<file path="src/common/adc_ctrl_map.svh">
// Purpose: register offsets, field positions, reset values and counts of the converter control block
// Assumes: APB with 32-bit data, one aligned word per register
// Notes:   definitions only
`ifndef ADC_CTRL_MAP_SVH
`define ADC_CTRL_MAP_SVH

// register byte offsets
`define OFS_CONTROL_0        12'h000
`define OFS_PIN_REF_CONFIG   12'h004
`define OFS_TIMING_FORMAT    12'h008
`define OFS_RESULT_HIGH      12'h00C
`define OFS_RESULT_LOW       12'h010
`define OFS_IRQ_STATUS       12'h014
`define OFS_IRQ_MASK         12'h018

// control register 0 fields
`define C0_ON_BIT            0
`define C0_GO_BIT            1
`define C0_SEL_LSB           2
`define C0_SEL_MSB           5
// pin/reference config fields
`define C1_ROLE_LSB          0
`define C1_ROLE_MSB          3
`define C1_POS_REF_BIT       4
`define C1_NEG_REF_BIT       5
// timing/format config fields
`define C2_CLK_LSB           0
`define C2_CLK_MSB           2
`define C2_ACQ_LSB           3
`define C2_ACQ_MSB           5
`define C2_JUSTIFY_BIT       7
// interrupt status/mask fields
`define IRQ_DONE_BIT         0

// reset values
`define ROLE_RESET_FUSE_ONE  4'h0
`define ROLE_RESET_FUSE_ZERO 4'h7
`define SEL_RESET            4'h0
`define C2_RESET             8'h00

// channel and pin counts
`define NUM_PINS             13
`define LAST_CHANNEL         4'hC
`define LARGE_ONLY_LO        4'h5
`define LARGE_ONLY_HI        4'h7
`define ROLE_ALL_ANALOG_MAX  4'h2
`define ROLE_ANALOG_LIMIT    5'h0F

// conversion clock divisors, as terminal counts (divisor - 1)
`define DIV2_LAST            6'h01
`define DIV4_LAST            6'h03
`define DIV8_LAST            6'h07
`define DIV16_LAST           6'h0F
`define DIV32_LAST           6'h1F
`define DIV64_LAST           6'h3F

// acquisition lengths in conversion clock periods
`define ACQ_0                5'h00
`define ACQ_2                5'h02
`define ACQ_4                5'h04
`define ACQ_6                5'h06
`define ACQ_8                5'h08
`define ACQ_12               5'h0C
`define ACQ_16               5'h10
`define ACQ_20               5'h14

// successive approximation
`define RESULT_BITS          10
`define SAR_FIRST_TRIAL      10'h200
`define SAR_FIRST_BIT        4'h9
`define RIGHT_PAD            6'h00
`define LEFT_PAD             6'h00

`endif

</file>
<file path="src/common/adc_ctrl_pkg.sv">
// Purpose: types shared by the converter control block and its bench
// Assumes: constants live in adc_ctrl_map.svh
// Notes:   nothing here is imported; users write adc_ctrl_pkg::name
package adc_ctrl_pkg;

    // sequencer states
    typedef enum logic [1:0] {
        st_idle,
        st_acquire,
        st_convert
    } conv_state_t;

    // everything the analog core needs from the control logic
    typedef struct packed {
        logic [3:0]  input_select;    // analog multiplexer code
        logic        input_present;   // low: no pin behind this code, input floats
        logic        neg_ref_select;  // 1: external negative reference pin
        logic        pos_ref_select;  // 1: external positive reference pin
        logic        sampling;        // hold capacitor tracks the input
        logic        converting;      // hold capacitor disconnected, comparing
        logic [9:0]  trial_code;      // comparison level for the current step
    } core_ctrl_t;

endpackage

</file>
<file path="src/adc_channel_and_port_control.sv">
// Purpose: control logic of a 10-bit successive-approximation converter behind an APB slave
// Assumes: all inputs synchronous to pclk; the core's comparator settles within one conversion clock period
// Notes:   one clock domain; internal RC clock arrives as a one-cycle enable, the conversion clock enable is made here from it or by dividing pclk
//
// Design decisions made here: the APB interface to the registers and the placing of the registers.
`timescale 1ns/1ps
`include "adc_ctrl_map.svh"

// Functional notes
// - each conversion yields a 10-bit unsigned value split over high and low result registers
// - ten inputs on the small package, thirteen on the large package
// - input select is control 0 bits 5..2; codes 0..12 pick inputs 0..12
// - codes 13..15 pick no input; conversion returns the floating input reading
// - inputs 5, 6 and 7 exist only on the large package
// - control 0 bit 1 reads 1 while converting, 0 when idle, when enabled
// - control 0 bit 0 enables the converter when 1, disables when 0
// - bits 7 and 6 of control 0 and control 1 ignore writes, read zero
// - control 1 bit 5 picks external negative reference (1) or ground (0)
// - control 1 bit 4 picks external positive reference (1) or supply (0)
// - control 1 bits 3..0 set pin roles; from 3 up one more pin digital
// - pin role field resets to 0 with fuse 1, to 7 with fuse 0
// - exactly five converter registers: two result, three control
// - control 2 bit 7 picks right (1) or left (0) justified result
// - control 2 bits 5..3 set acquisition length: 0,2,4,6,8,12,16,20 periods
// - control 2 bits 2..0 pick clock divide 2,8,32,4,16,64 or internal RC
// - completion loads result, clears the busy flag, sets the done interrupt flag
module adc_channel_and_port_control (
    input  wire logic                     pclk,
    input  wire logic                     presetn,
    input  wire logic                     psel,
    input  wire logic                     penable,
    input  wire logic                     pwrite,
    input  wire logic [11:0]              paddr,
    input  wire logic [31:0]              pwdata,
    output logic      [31:0]              prdata,
    output logic                          pready,
    output logic                          pslverr,
    input  wire logic                     port_analog_default_fuse,
    input  wire logic                     large_package,
    input  wire logic                     rc_osc_tick,
    input  wire logic                     comparator_high,
    output adc_ctrl_pkg::core_ctrl_t      core_ctrl,
    output logic      [`NUM_PINS-1:0]     pin_is_analog,
    output logic                          irq
);

    // register state
    logic                      converter_on_r;
    logic [3:0]                input_select_r;
    logic                      neg_ref_select_r;
    logic                      pos_ref_select_r;
    logic [3:0]                pin_role_config_r;
    logic [7:0]                timing_format_r;
    logic [9:0]                result_r;
    logic                      irq_status_r;
    logic                      irq_mask_r;
    logic                      role_loaded_r;
    logic [31:0]               prdata_r;
    logic                      pslverr_r;

    // sequencer state
    adc_ctrl_pkg::conv_state_t state_r;
    logic [5:0]                div_cnt_r;
    logic [4:0]                acq_cnt_r;
    logic [9:0]                sar_r;
    logic [3:0]                bit_idx_r;
    logic                      done_pulse_r;

    // decoded strobes and fields
    logic                      wr_access;
    logic                      setup_phase;
    logic                      start_req;
    logic                      tad_tick;
    logic [5:0]                div_last;
    logic                      use_rc;
    logic [4:0]                acq_len;
    logic                      busy;
    logic                      justify_right;
    logic [7:0]                result_high_byte;
    logic [7:0]                result_low_byte;
    logic [7:0]                ctrl0_view;
    logic [7:0]                ctrl1_view;
    logic                      addr_hit;
    logic [31:0]               read_mux;

    // apb: writes land on the access edge, read data is latched in setup
    assign setup_phase = psel && !penable;
    assign wr_access   = psel && penable && pwrite;
    assign pready      = psel && penable;
    assign prdata      = prdata_r;
    assign pslverr     = pslverr_r;

    assign busy          = (state_r != adc_ctrl_pkg::st_idle);
    assign justify_right = timing_format_r[`C2_JUSTIFY_BIT];

    // start needs the enable bit as written in the same word
    assign start_req = wr_access && (paddr == `OFS_CONTROL_0) && pwdata[`C0_GO_BIT]
                       && pwdata[`C0_ON_BIT] && !busy;

    // control 0: enable and input select; bits 7..6 are not stored
    always_ff @(posedge pclk or negedge presetn) begin
        if (!presetn) begin
            converter_on_r <= 1'b0;
            input_select_r <= `SEL_RESET;
        end else if (wr_access && paddr == `OFS_CONTROL_0) begin
            converter_on_r <= pwdata[`C0_ON_BIT];
            input_select_r <= pwdata[`C0_SEL_MSB:`C0_SEL_LSB];
        end
    end

    // control 1: references and pin roles; role field takes the fuse just after reset release
    always_ff @(posedge pclk or negedge presetn) begin
        if (!presetn) begin
            neg_ref_select_r  <= 1'b0;
            pos_ref_select_r  <= 1'b0;
            pin_role_config_r <= `ROLE_RESET_FUSE_ONE;
            role_loaded_r     <= 1'b0;
        end else if (!role_loaded_r) begin
            role_loaded_r     <= 1'b1;
            pin_role_config_r <= port_analog_default_fuse ? `ROLE_RESET_FUSE_ONE
                                                          : `ROLE_RESET_FUSE_ZERO;
        end else if (wr_access && paddr == `OFS_PIN_REF_CONFIG) begin
            neg_ref_select_r  <= pwdata[`C1_NEG_REF_BIT];
            pos_ref_select_r  <= pwdata[`C1_POS_REF_BIT];
            pin_role_config_r <= pwdata[`C1_ROLE_MSB:`C1_ROLE_LSB];
        end
    end

    // control 2: bit 6 is not stored and reads zero
    always_ff @(posedge pclk or negedge presetn) begin
        if (!presetn) begin
            timing_format_r <= `C2_RESET;
        end else if (wr_access && paddr == `OFS_TIMING_FORMAT) begin
            timing_format_r <= {pwdata[`C2_JUSTIFY_BIT], 1'b0, pwdata[`C2_ACQ_MSB:`C2_CLK_LSB]};
        end
    end

    // interrupt mask
    always_ff @(posedge pclk or negedge presetn) begin
        if (!presetn) begin
            irq_mask_r <= 1'b0;
        end else if (wr_access && paddr == `OFS_IRQ_MASK) begin
            irq_mask_r <= pwdata[`IRQ_DONE_BIT];
        end
    end

    // done flag: write one to clear, a completion in the same cycle wins
    always_ff @(posedge pclk or negedge presetn) begin
        if (!presetn) begin
            irq_status_r <= 1'b0;
        end else if (done_pulse_r) begin
            irq_status_r <= 1'b1;
        end else if (wr_access && paddr == `OFS_IRQ_STATUS && pwdata[`IRQ_DONE_BIT]) begin
            irq_status_r <= 1'b0;
        end
    end

    assign irq = irq_status_r && irq_mask_r;

    // conversion clock source and divide ratio
    always_comb begin
        use_rc   = 1'b0;
        div_last = `DIV2_LAST;
        case (timing_format_r[`C2_CLK_MSB:`C2_CLK_LSB])
            3'h0:    div_last = `DIV2_LAST;
            3'h1:    div_last = `DIV8_LAST;
            3'h2:    div_last = `DIV32_LAST;
            3'h4:    div_last = `DIV4_LAST;
            3'h5:    div_last = `DIV16_LAST;
            3'h6:    div_last = `DIV64_LAST;
            default: use_rc   = 1'b1;
        endcase
    end

    // acquisition length in conversion clock periods
    always_comb begin
        case (timing_format_r[`C2_ACQ_MSB:`C2_ACQ_LSB])
            3'h1:    acq_len = `ACQ_2;
            3'h2:    acq_len = `ACQ_4;
            3'h3:    acq_len = `ACQ_6;
            3'h4:    acq_len = `ACQ_8;
            3'h5:    acq_len = `ACQ_12;
            3'h6:    acq_len = `ACQ_16;
            3'h7:    acq_len = `ACQ_20;
            default: acq_len = `ACQ_0;
        endcase
    end

    // divider restarts on start so the first divided period is always a full one
    always_ff @(posedge pclk or negedge presetn) begin
        if (!presetn) begin
            div_cnt_r <= 6'h00;
        end else if (start_req || !busy || div_cnt_r >= div_last) begin
            div_cnt_r <= 6'h00;
        end else begin
            div_cnt_r <= div_cnt_r + 6'h01;
        end
    end

    assign tad_tick = busy && (use_rc ? rc_osc_tick : (div_cnt_r >= div_last));

    // sequencer: acquire for the programmed length, then one bit per period, msb first
    always_ff @(posedge pclk or negedge presetn) begin
        if (!presetn) begin
            state_r      <= adc_ctrl_pkg::st_idle;
            acq_cnt_r    <= 5'h00;
            sar_r        <= 10'h000;
            bit_idx_r    <= 4'h0;
            done_pulse_r <= 1'b0;
        end else begin
            done_pulse_r <= 1'b0;
            if (wr_access && paddr == `OFS_CONTROL_0 && !pwdata[`C0_ON_BIT]) begin
                state_r <= adc_ctrl_pkg::st_idle;   // disabling aborts with no flag; a result due in the same cycle still loads
            end else begin
                case (state_r)
                    adc_ctrl_pkg::st_idle: begin
                        if (start_req) begin
                            acq_cnt_r <= acq_len;
                            sar_r     <= `SAR_FIRST_TRIAL;
                            bit_idx_r <= `SAR_FIRST_BIT;
                            state_r   <= (acq_len == `ACQ_0) ? adc_ctrl_pkg::st_convert
                                                             : adc_ctrl_pkg::st_acquire;
                        end
                    end
                    adc_ctrl_pkg::st_acquire: begin
                        if (tad_tick) begin
                            acq_cnt_r <= acq_cnt_r - 5'h01;
                            if (acq_cnt_r == 5'h01) begin
                                state_r <= adc_ctrl_pkg::st_convert;
                            end
                        end
                    end
                    adc_ctrl_pkg::st_convert: begin
                        if (tad_tick) begin
                            // keep the trial bit only if the input is at or above the trial level
                            sar_r[bit_idx_r] <= comparator_high;
                            if (bit_idx_r == 4'h0) begin
                                state_r      <= adc_ctrl_pkg::st_idle;
                                done_pulse_r <= 1'b1;
                            end else begin
                                sar_r[bit_idx_r - 4'h1] <= 1'b1;
                                bit_idx_r               <= bit_idx_r - 4'h1;
                            end
                        end
                    end
                    default: state_r <= adc_ctrl_pkg::st_idle;
                endcase
            end
        end
    end

    // result latch: last bit decided joins the stored trial bits
    always_ff @(posedge pclk or negedge presetn) begin
        if (!presetn) begin
            result_r <= 10'h000;
        end else if (state_r == adc_ctrl_pkg::st_convert && tad_tick && bit_idx_r == 4'h0) begin
            result_r <= {sar_r[9:1], comparator_high};
        end
    end

    // justification only changes the read view, the stored result is untouched
    assign result_high_byte = justify_right ? {`RIGHT_PAD, result_r[9:8]} : result_r[9:2];
    assign result_low_byte  = justify_right ? result_r[7:0] : {result_r[1:0], `LEFT_PAD};

    assign ctrl0_view = {2'b00, input_select_r, busy && converter_on_r, converter_on_r};
    assign ctrl1_view = {2'b00, neg_ref_select_r, pos_ref_select_r, pin_role_config_r};

    // read decode: five converter registers plus interrupt status and mask
    always_comb begin
        addr_hit = 1'b1;
        read_mux = 32'h0000_0000;
        case (paddr)
            `OFS_CONTROL_0:      read_mux = {24'h000000, ctrl0_view};
            `OFS_PIN_REF_CONFIG: read_mux = {24'h000000, ctrl1_view};
            `OFS_TIMING_FORMAT:  read_mux = {24'h000000, timing_format_r};
            `OFS_RESULT_HIGH:    read_mux = {24'h000000, result_high_byte};
            `OFS_RESULT_LOW:     read_mux = {24'h000000, result_low_byte};
            `OFS_IRQ_STATUS:     read_mux = {31'h00000000, irq_status_r};
            `OFS_IRQ_MASK:       read_mux = {31'h00000000, irq_mask_r};
            default:             addr_hit = 1'b0;
        endcase
    end

    // read data and error are registered in setup and held through the access
    always_ff @(posedge pclk or negedge presetn) begin
        if (!presetn) begin
            prdata_r  <= 32'h0000_0000;
            pslverr_r <= 1'b0;
        end else if (setup_phase) begin
            prdata_r  <= pwrite ? 32'h0000_0000 : read_mux;
            pslverr_r <= !addr_hit;
        end
    end

    // pin roles: code c >= 3 turns pins 12 down to 15-c digital; small package lacks 5..7
    genvar gi;
    generate
        for (gi = 0; gi < `NUM_PINS; gi++) begin : g_pin
            localparam logic [4:0] PIN_IDX = 5'(gi);
            localparam logic       SMALL_ABSENT = (gi >= 5) && (gi <= 7);
            assign pin_is_analog[gi] = ((pin_role_config_r <= `ROLE_ALL_ANALOG_MAX)
                                        || ((PIN_IDX + {1'b0, pin_role_config_r}) < `ROLE_ANALOG_LIMIT))
                                       && (large_package || !SMALL_ABSENT);
        end
    endgenerate

    // core controls; unimplemented codes, and large-only inputs on small parts, leave the input floating
    assign core_ctrl.input_select   = input_select_r;
    assign core_ctrl.input_present  = (input_select_r <= `LAST_CHANNEL)
                                      && (large_package || input_select_r < `LARGE_ONLY_LO
                                          || input_select_r > `LARGE_ONLY_HI);
    assign core_ctrl.neg_ref_select = neg_ref_select_r;
    assign core_ctrl.pos_ref_select = pos_ref_select_r;
    assign core_ctrl.sampling       = (state_r != adc_ctrl_pkg::st_convert);
    assign core_ctrl.converting     = (state_r == adc_ctrl_pkg::st_convert);
    assign core_ctrl.trial_code     = sar_r;
endmodule

</file>
<file path="config.mk">
export PLATFORM = sky130hd
export DESIGN_NAME = adc_channel_and_port_control
export DESIGN_NICKNAME = d
export VERILOG_FILES = /design/src/common/adc_ctrl_pkg.sv /design/src/adc_channel_and_port_control.sv
export VERILOG_INCLUDE_DIRS = /design/src /design/src/common
export SDC_FILE = /design/constraint.sdc
export NUM_CORES = 1
export LEC_CHECK = 0
export CORE_MARGIN = 1
export CORE_UTILIZATION = 50
export DETAILED_ROUTE_END_ITERATION = 6
export DONT_BUFFER_PORTS = 1
export PLACE_DENSITY = 0.75
export SYNTH_ARGS = -nofsm -noshare
export SYNTH_HDL_FRONTEND = slang
export SYNTH_SLANG_ARGS = --single-unit
</file>
<file path="constraint.sdc">
create_clock -name pclk -period 2.7 [get_ports pclk]
set_input_delay 0.27 -clock pclk [delete_from_list [all_inputs] [get_ports pclk]]
set_output_delay 0.27 -clock pclk [all_outputs]
set_load 0.1 [all_outputs]
</file>
==> impl_metrics.yaml <==
global_route:
  grt_pass1_vias: 3952
  grt_max_degree: 69
  grt_pass1_wl_microns: 19500
  track_usage_pct: 25.3
  grt_overflow_total: 0
  antenna_found_initial: 0
hold_path:
  min_path_type: "in2reg"
  hp-start: "pwdata[0]"
  min_to: "converter_on_r$_DFFE_PN0P_"
  hold_path_depth: 1
setup_path:
  crit_arrival_ns: 2.98
  slowest_delay_ns: 0.46
  cpMostUsedCell: "o221ai_2"
  start_kind: "register"
  crit_chain: "inv_2 -> ha_4 -> o21a_1 -> o221ai_2 -> ha_1 -> nand4_1 -> o221ai_2 -> o21ai_2 -> buf_12 -> a211oi_4 -> buf_6 -> mux2_4"
  r2r-start: "timing_format_r[1]$_DFFE_PN0P_"
  path_max_fanout: 6
  reg2reg_depth: 12
  critPathRequiredTime_ns: 2.95
  crit_slowest_cell: "dfrtp_2"
  worst_setup_path_end_kind: "register"
  rr_endpoint: "sar_r[6]$_DFFE_PN0P_"
  regToRegSetupSlack_ns: -0.03
  worstSetupPathType: "reg2reg"
clocking:
  clk-insertion-delay-late_ns: 0.36
  clkTransAtPathRegs_ns: 0.09
  htree_levels: 3
  numCtsBuffers: 9
  cts_tree: "yes"
  clock-sinks: 68
  ctsLongestPathBuffers: 2
  cts_root_buf: "clkbuf_8"
yosys:
  synth_area_per_cell_sq_um: 9.20
  yosysWarnings: 0
  synth_area_leaders: "dfrtp_1, ha_1, mux2_2"
  netlist_top_cells_count: "dfrtp_1, nand2_1, a21oi_1"
  yosysTopAreaCellShare_pct: 36.0
  syn_area_sq_mm: 0.00473
  synth-seq-cells: 68
  synth_cells: 514
  seq_area_frac_synth_pct: 36.0
  netlist.top_cell.by_area: "dfrtp_1"
  synthFlopType: "dfrtp_1"
  async_reset_ff_share_pct: 100
  synth_cell_types: 72
  synth_edf_count: 0
  yosysMostFrequentCell: "dfrtp_1"
route:
  totalWireLength_microns: 12200
  vias_per_cell: 6.07
  first_iter_violations: 225
  drt_pass1_iterations: 5
  ant_nets: 0
  detail_route.drc_violations: 0
  wl_per_cell_microns: 18.1
  vias: 4094
final_layout:
  final_cell_area_sq_mm: 0.00565
  final.fill_count: 732
  drive_gt1_share_pct: 29.1
  n_antenna_cell: 0
  layout.nets: 638
  synthToLayoutAreaGrowth_pct: 19.5
  fin_cells: 674
  multi_input_area_sq_mm: 0.00296
  seq_area_sq_mm: 0.00171
timing:
  hold_viol: 0
  fmax_mhz: 366
  grt_setup_unrepaired: "yes"
  setup_ws_ns: -0.0320
  setup_viol: 6
  drv_slew: 0
  fin_skew_ns: 0.0154
  relSlewSlack_pct: 32.1
  finalCriticalPeriod_ns: 2.73
  finalCritPeriodShare_pct: 101
  tightest_slew_ns: 1.02
pwr:
  p_leak_nw: 2.47
  powerDensity_mw_per_mm2: 836
  vdd_drop_max_uv: 589
floorplan:
  core-area_sq_mm: 0.00920
  io-pin-count: 120
  die_h_microns: 99.2
  dieArea_sq_mm: 0.00985
  fp.dieW_microns: 99.2
  start_util_pct: 51.4
  rows: 35
outcome:
  violations: "negative setup slack"
  outcome: "complete, but fails checks"
placed_design:
  hpwl_microns: 8580
  io_buffers: 0
  place_area_sq_mm: 0.00508
  dp_slack_ns: -0.130
  dpl.cell_count: 641
  gp_congestion: 0.935
flow_run:
  drv_cap: 0
-- cell families after synthesis --
logic type	synth area share (%)
AOI/OAI and AO/OA	18.0
buffers and inverters	8.55
DFF	36.0
muxes	9.34
xor gates and xnor gates	1.11
adders and majority gates	7.14
other	0.159
and+or+nand+nor	19.7
-- state kept, by name, indices dropped and copies added (netlist names), 2 cells and up --
| name | count |
|---|---|
| acq_cnt_r | 5 |
| bit_idx_r | 4 |
| div_cnt_r | 6 |
| input_select_r | 4 |
| pin_role_config_r | 4 |
| prdata | 8 |
| result_r | 10 |
| sar_r | 10 |
| state_r | 2 |
| timing_format_r | 7 |
-- layer usage --
metal	global-route usage, %	part of all wire [%]	up-vias
li1	-	-	1901
met2	42.9	50	170
met4	11.3	3.1	0
met3	4.99	5.8	32
met1	31.2	41	1991
met5	0	0	-
-- through the flow --
stage          setup TNS, ns  power (mW)  hold slack, ns  util [%]
2_1_floorplan              0        3.06         -0.0256         -
3_3_place_gp        -0.00324        3.40         -0.0241      55.3
3_5_place_dp           -1.76        3.46         -0.0247      55.3
4_1_cts                    0        4.51          0.0468      58.9
5_1_grt                -1.60        4.96          0.0488      61.4
6_report              -0.122        4.72          0.0596      61.4
-- power breakdown --
part	internal, mW	switching (mW)	leakage (nW)	total, mW
registers	1.20	0.403	0.895	1.60
clock network	0.525	0.442	0.110	0.966
logic	0.773	1.38	1.47	2.15
-- layout make-up --
type                            count  area share (%)
Clock buffer                        9            2.19
Clock inverter                      7            1.75
Inverter                           23            1.57
Multi-Input combinational cell    394            52.4
Sequential cell                    68            30.2
Tap cell                          111            2.46
Timing Repair Buffer               62            9.46
-- worst max-delay path by stage --
| stage | startpoint | endpoint | slack (ns) | cells after the start |
|---|---|---|---|---|
| after floorplan | pin_role_config_r[2]$_DFFE_PN0P_ | pin_is_analog[1] | 0.006 | 7 |
| after global placement | timing_format_r[1]$_DFFE_PN0P_ | sar_r[1]$_DFFE_PN0P_ | -0.003 | 14 |
| after detailed placement | timing_format_r[1]$_DFFE_PN0P_ | sar_r[1]$_DFFE_PN0P_ | -0.13 | 14 |
| after CTS | timing_format_r[1]$_DFFE_PN0P_ | sar_r[6]$_DFFE_PN0P_ | 0.003 | 13 |
| after global routing | timing_format_r[1]$_DFFE_PN0P_ | sar_r[0]$_DFFE_PN0P_ | -0.11 | 14 |
| final | timing_format_r[1]$_DFFE_PN0P_ | sar_r[6]$_DFFE_PN0P_ | -0.03 | 12 |
-- timing repair --
action                                 in CTS  in global routing
setup endpoints to repair                  27                 30
cloned                                      1                  0
gates resized for setup                    11                 42
hold buffers                                2                  0
pin swaps                                   6                 14
setup buffers                               4                 10
endpoints found under the hold margin      68                  0
-- worst max-delay path: cells and delay by family, from the launching register on --
family                     cells  cell delay, ns
AOI/OAI and AO/OA              5            0.84
DFF                            1            0.46
adders and majority gates      2            0.49
buffers and inverters          3            0.41
and+or+nand+nor                1            0.11
muxes                          1            0.30
-- cell usage in the layout (no fill, tap or decap), types with 4 or more instances in the layout --
cell type  netlist  routed
dfrtp_1         68      64
buf_4           27      50
nand2_1         49      49
nor2_1          28      26
mux2_2          29      26
a21oi_1         37      25
conb_1           2      25
ha_1            27      24
inv_1           23      21
o21ai_0         27      21
nand3_1         15      12
mux2i_1         10      10
a21oi_2          0       9
nand2b_1        10       9
clkbuf_8         0       9
buf_6            2       9
nor2b_1          8       8
and2_1           9       7
and3_1           6       6
nor3_1           8       6
a221oi_1         6       6
nand4_1          5       5
o21ai_2          0       5
nor4_1           5       5
a31oi_1          5       5
mux2_4           1       4
nand3b_1         4       4
a22oi_1          5       4
o2bb2ai_1        4       4
dfrtp_2          0       4
(Power assumes the default switching activity.)
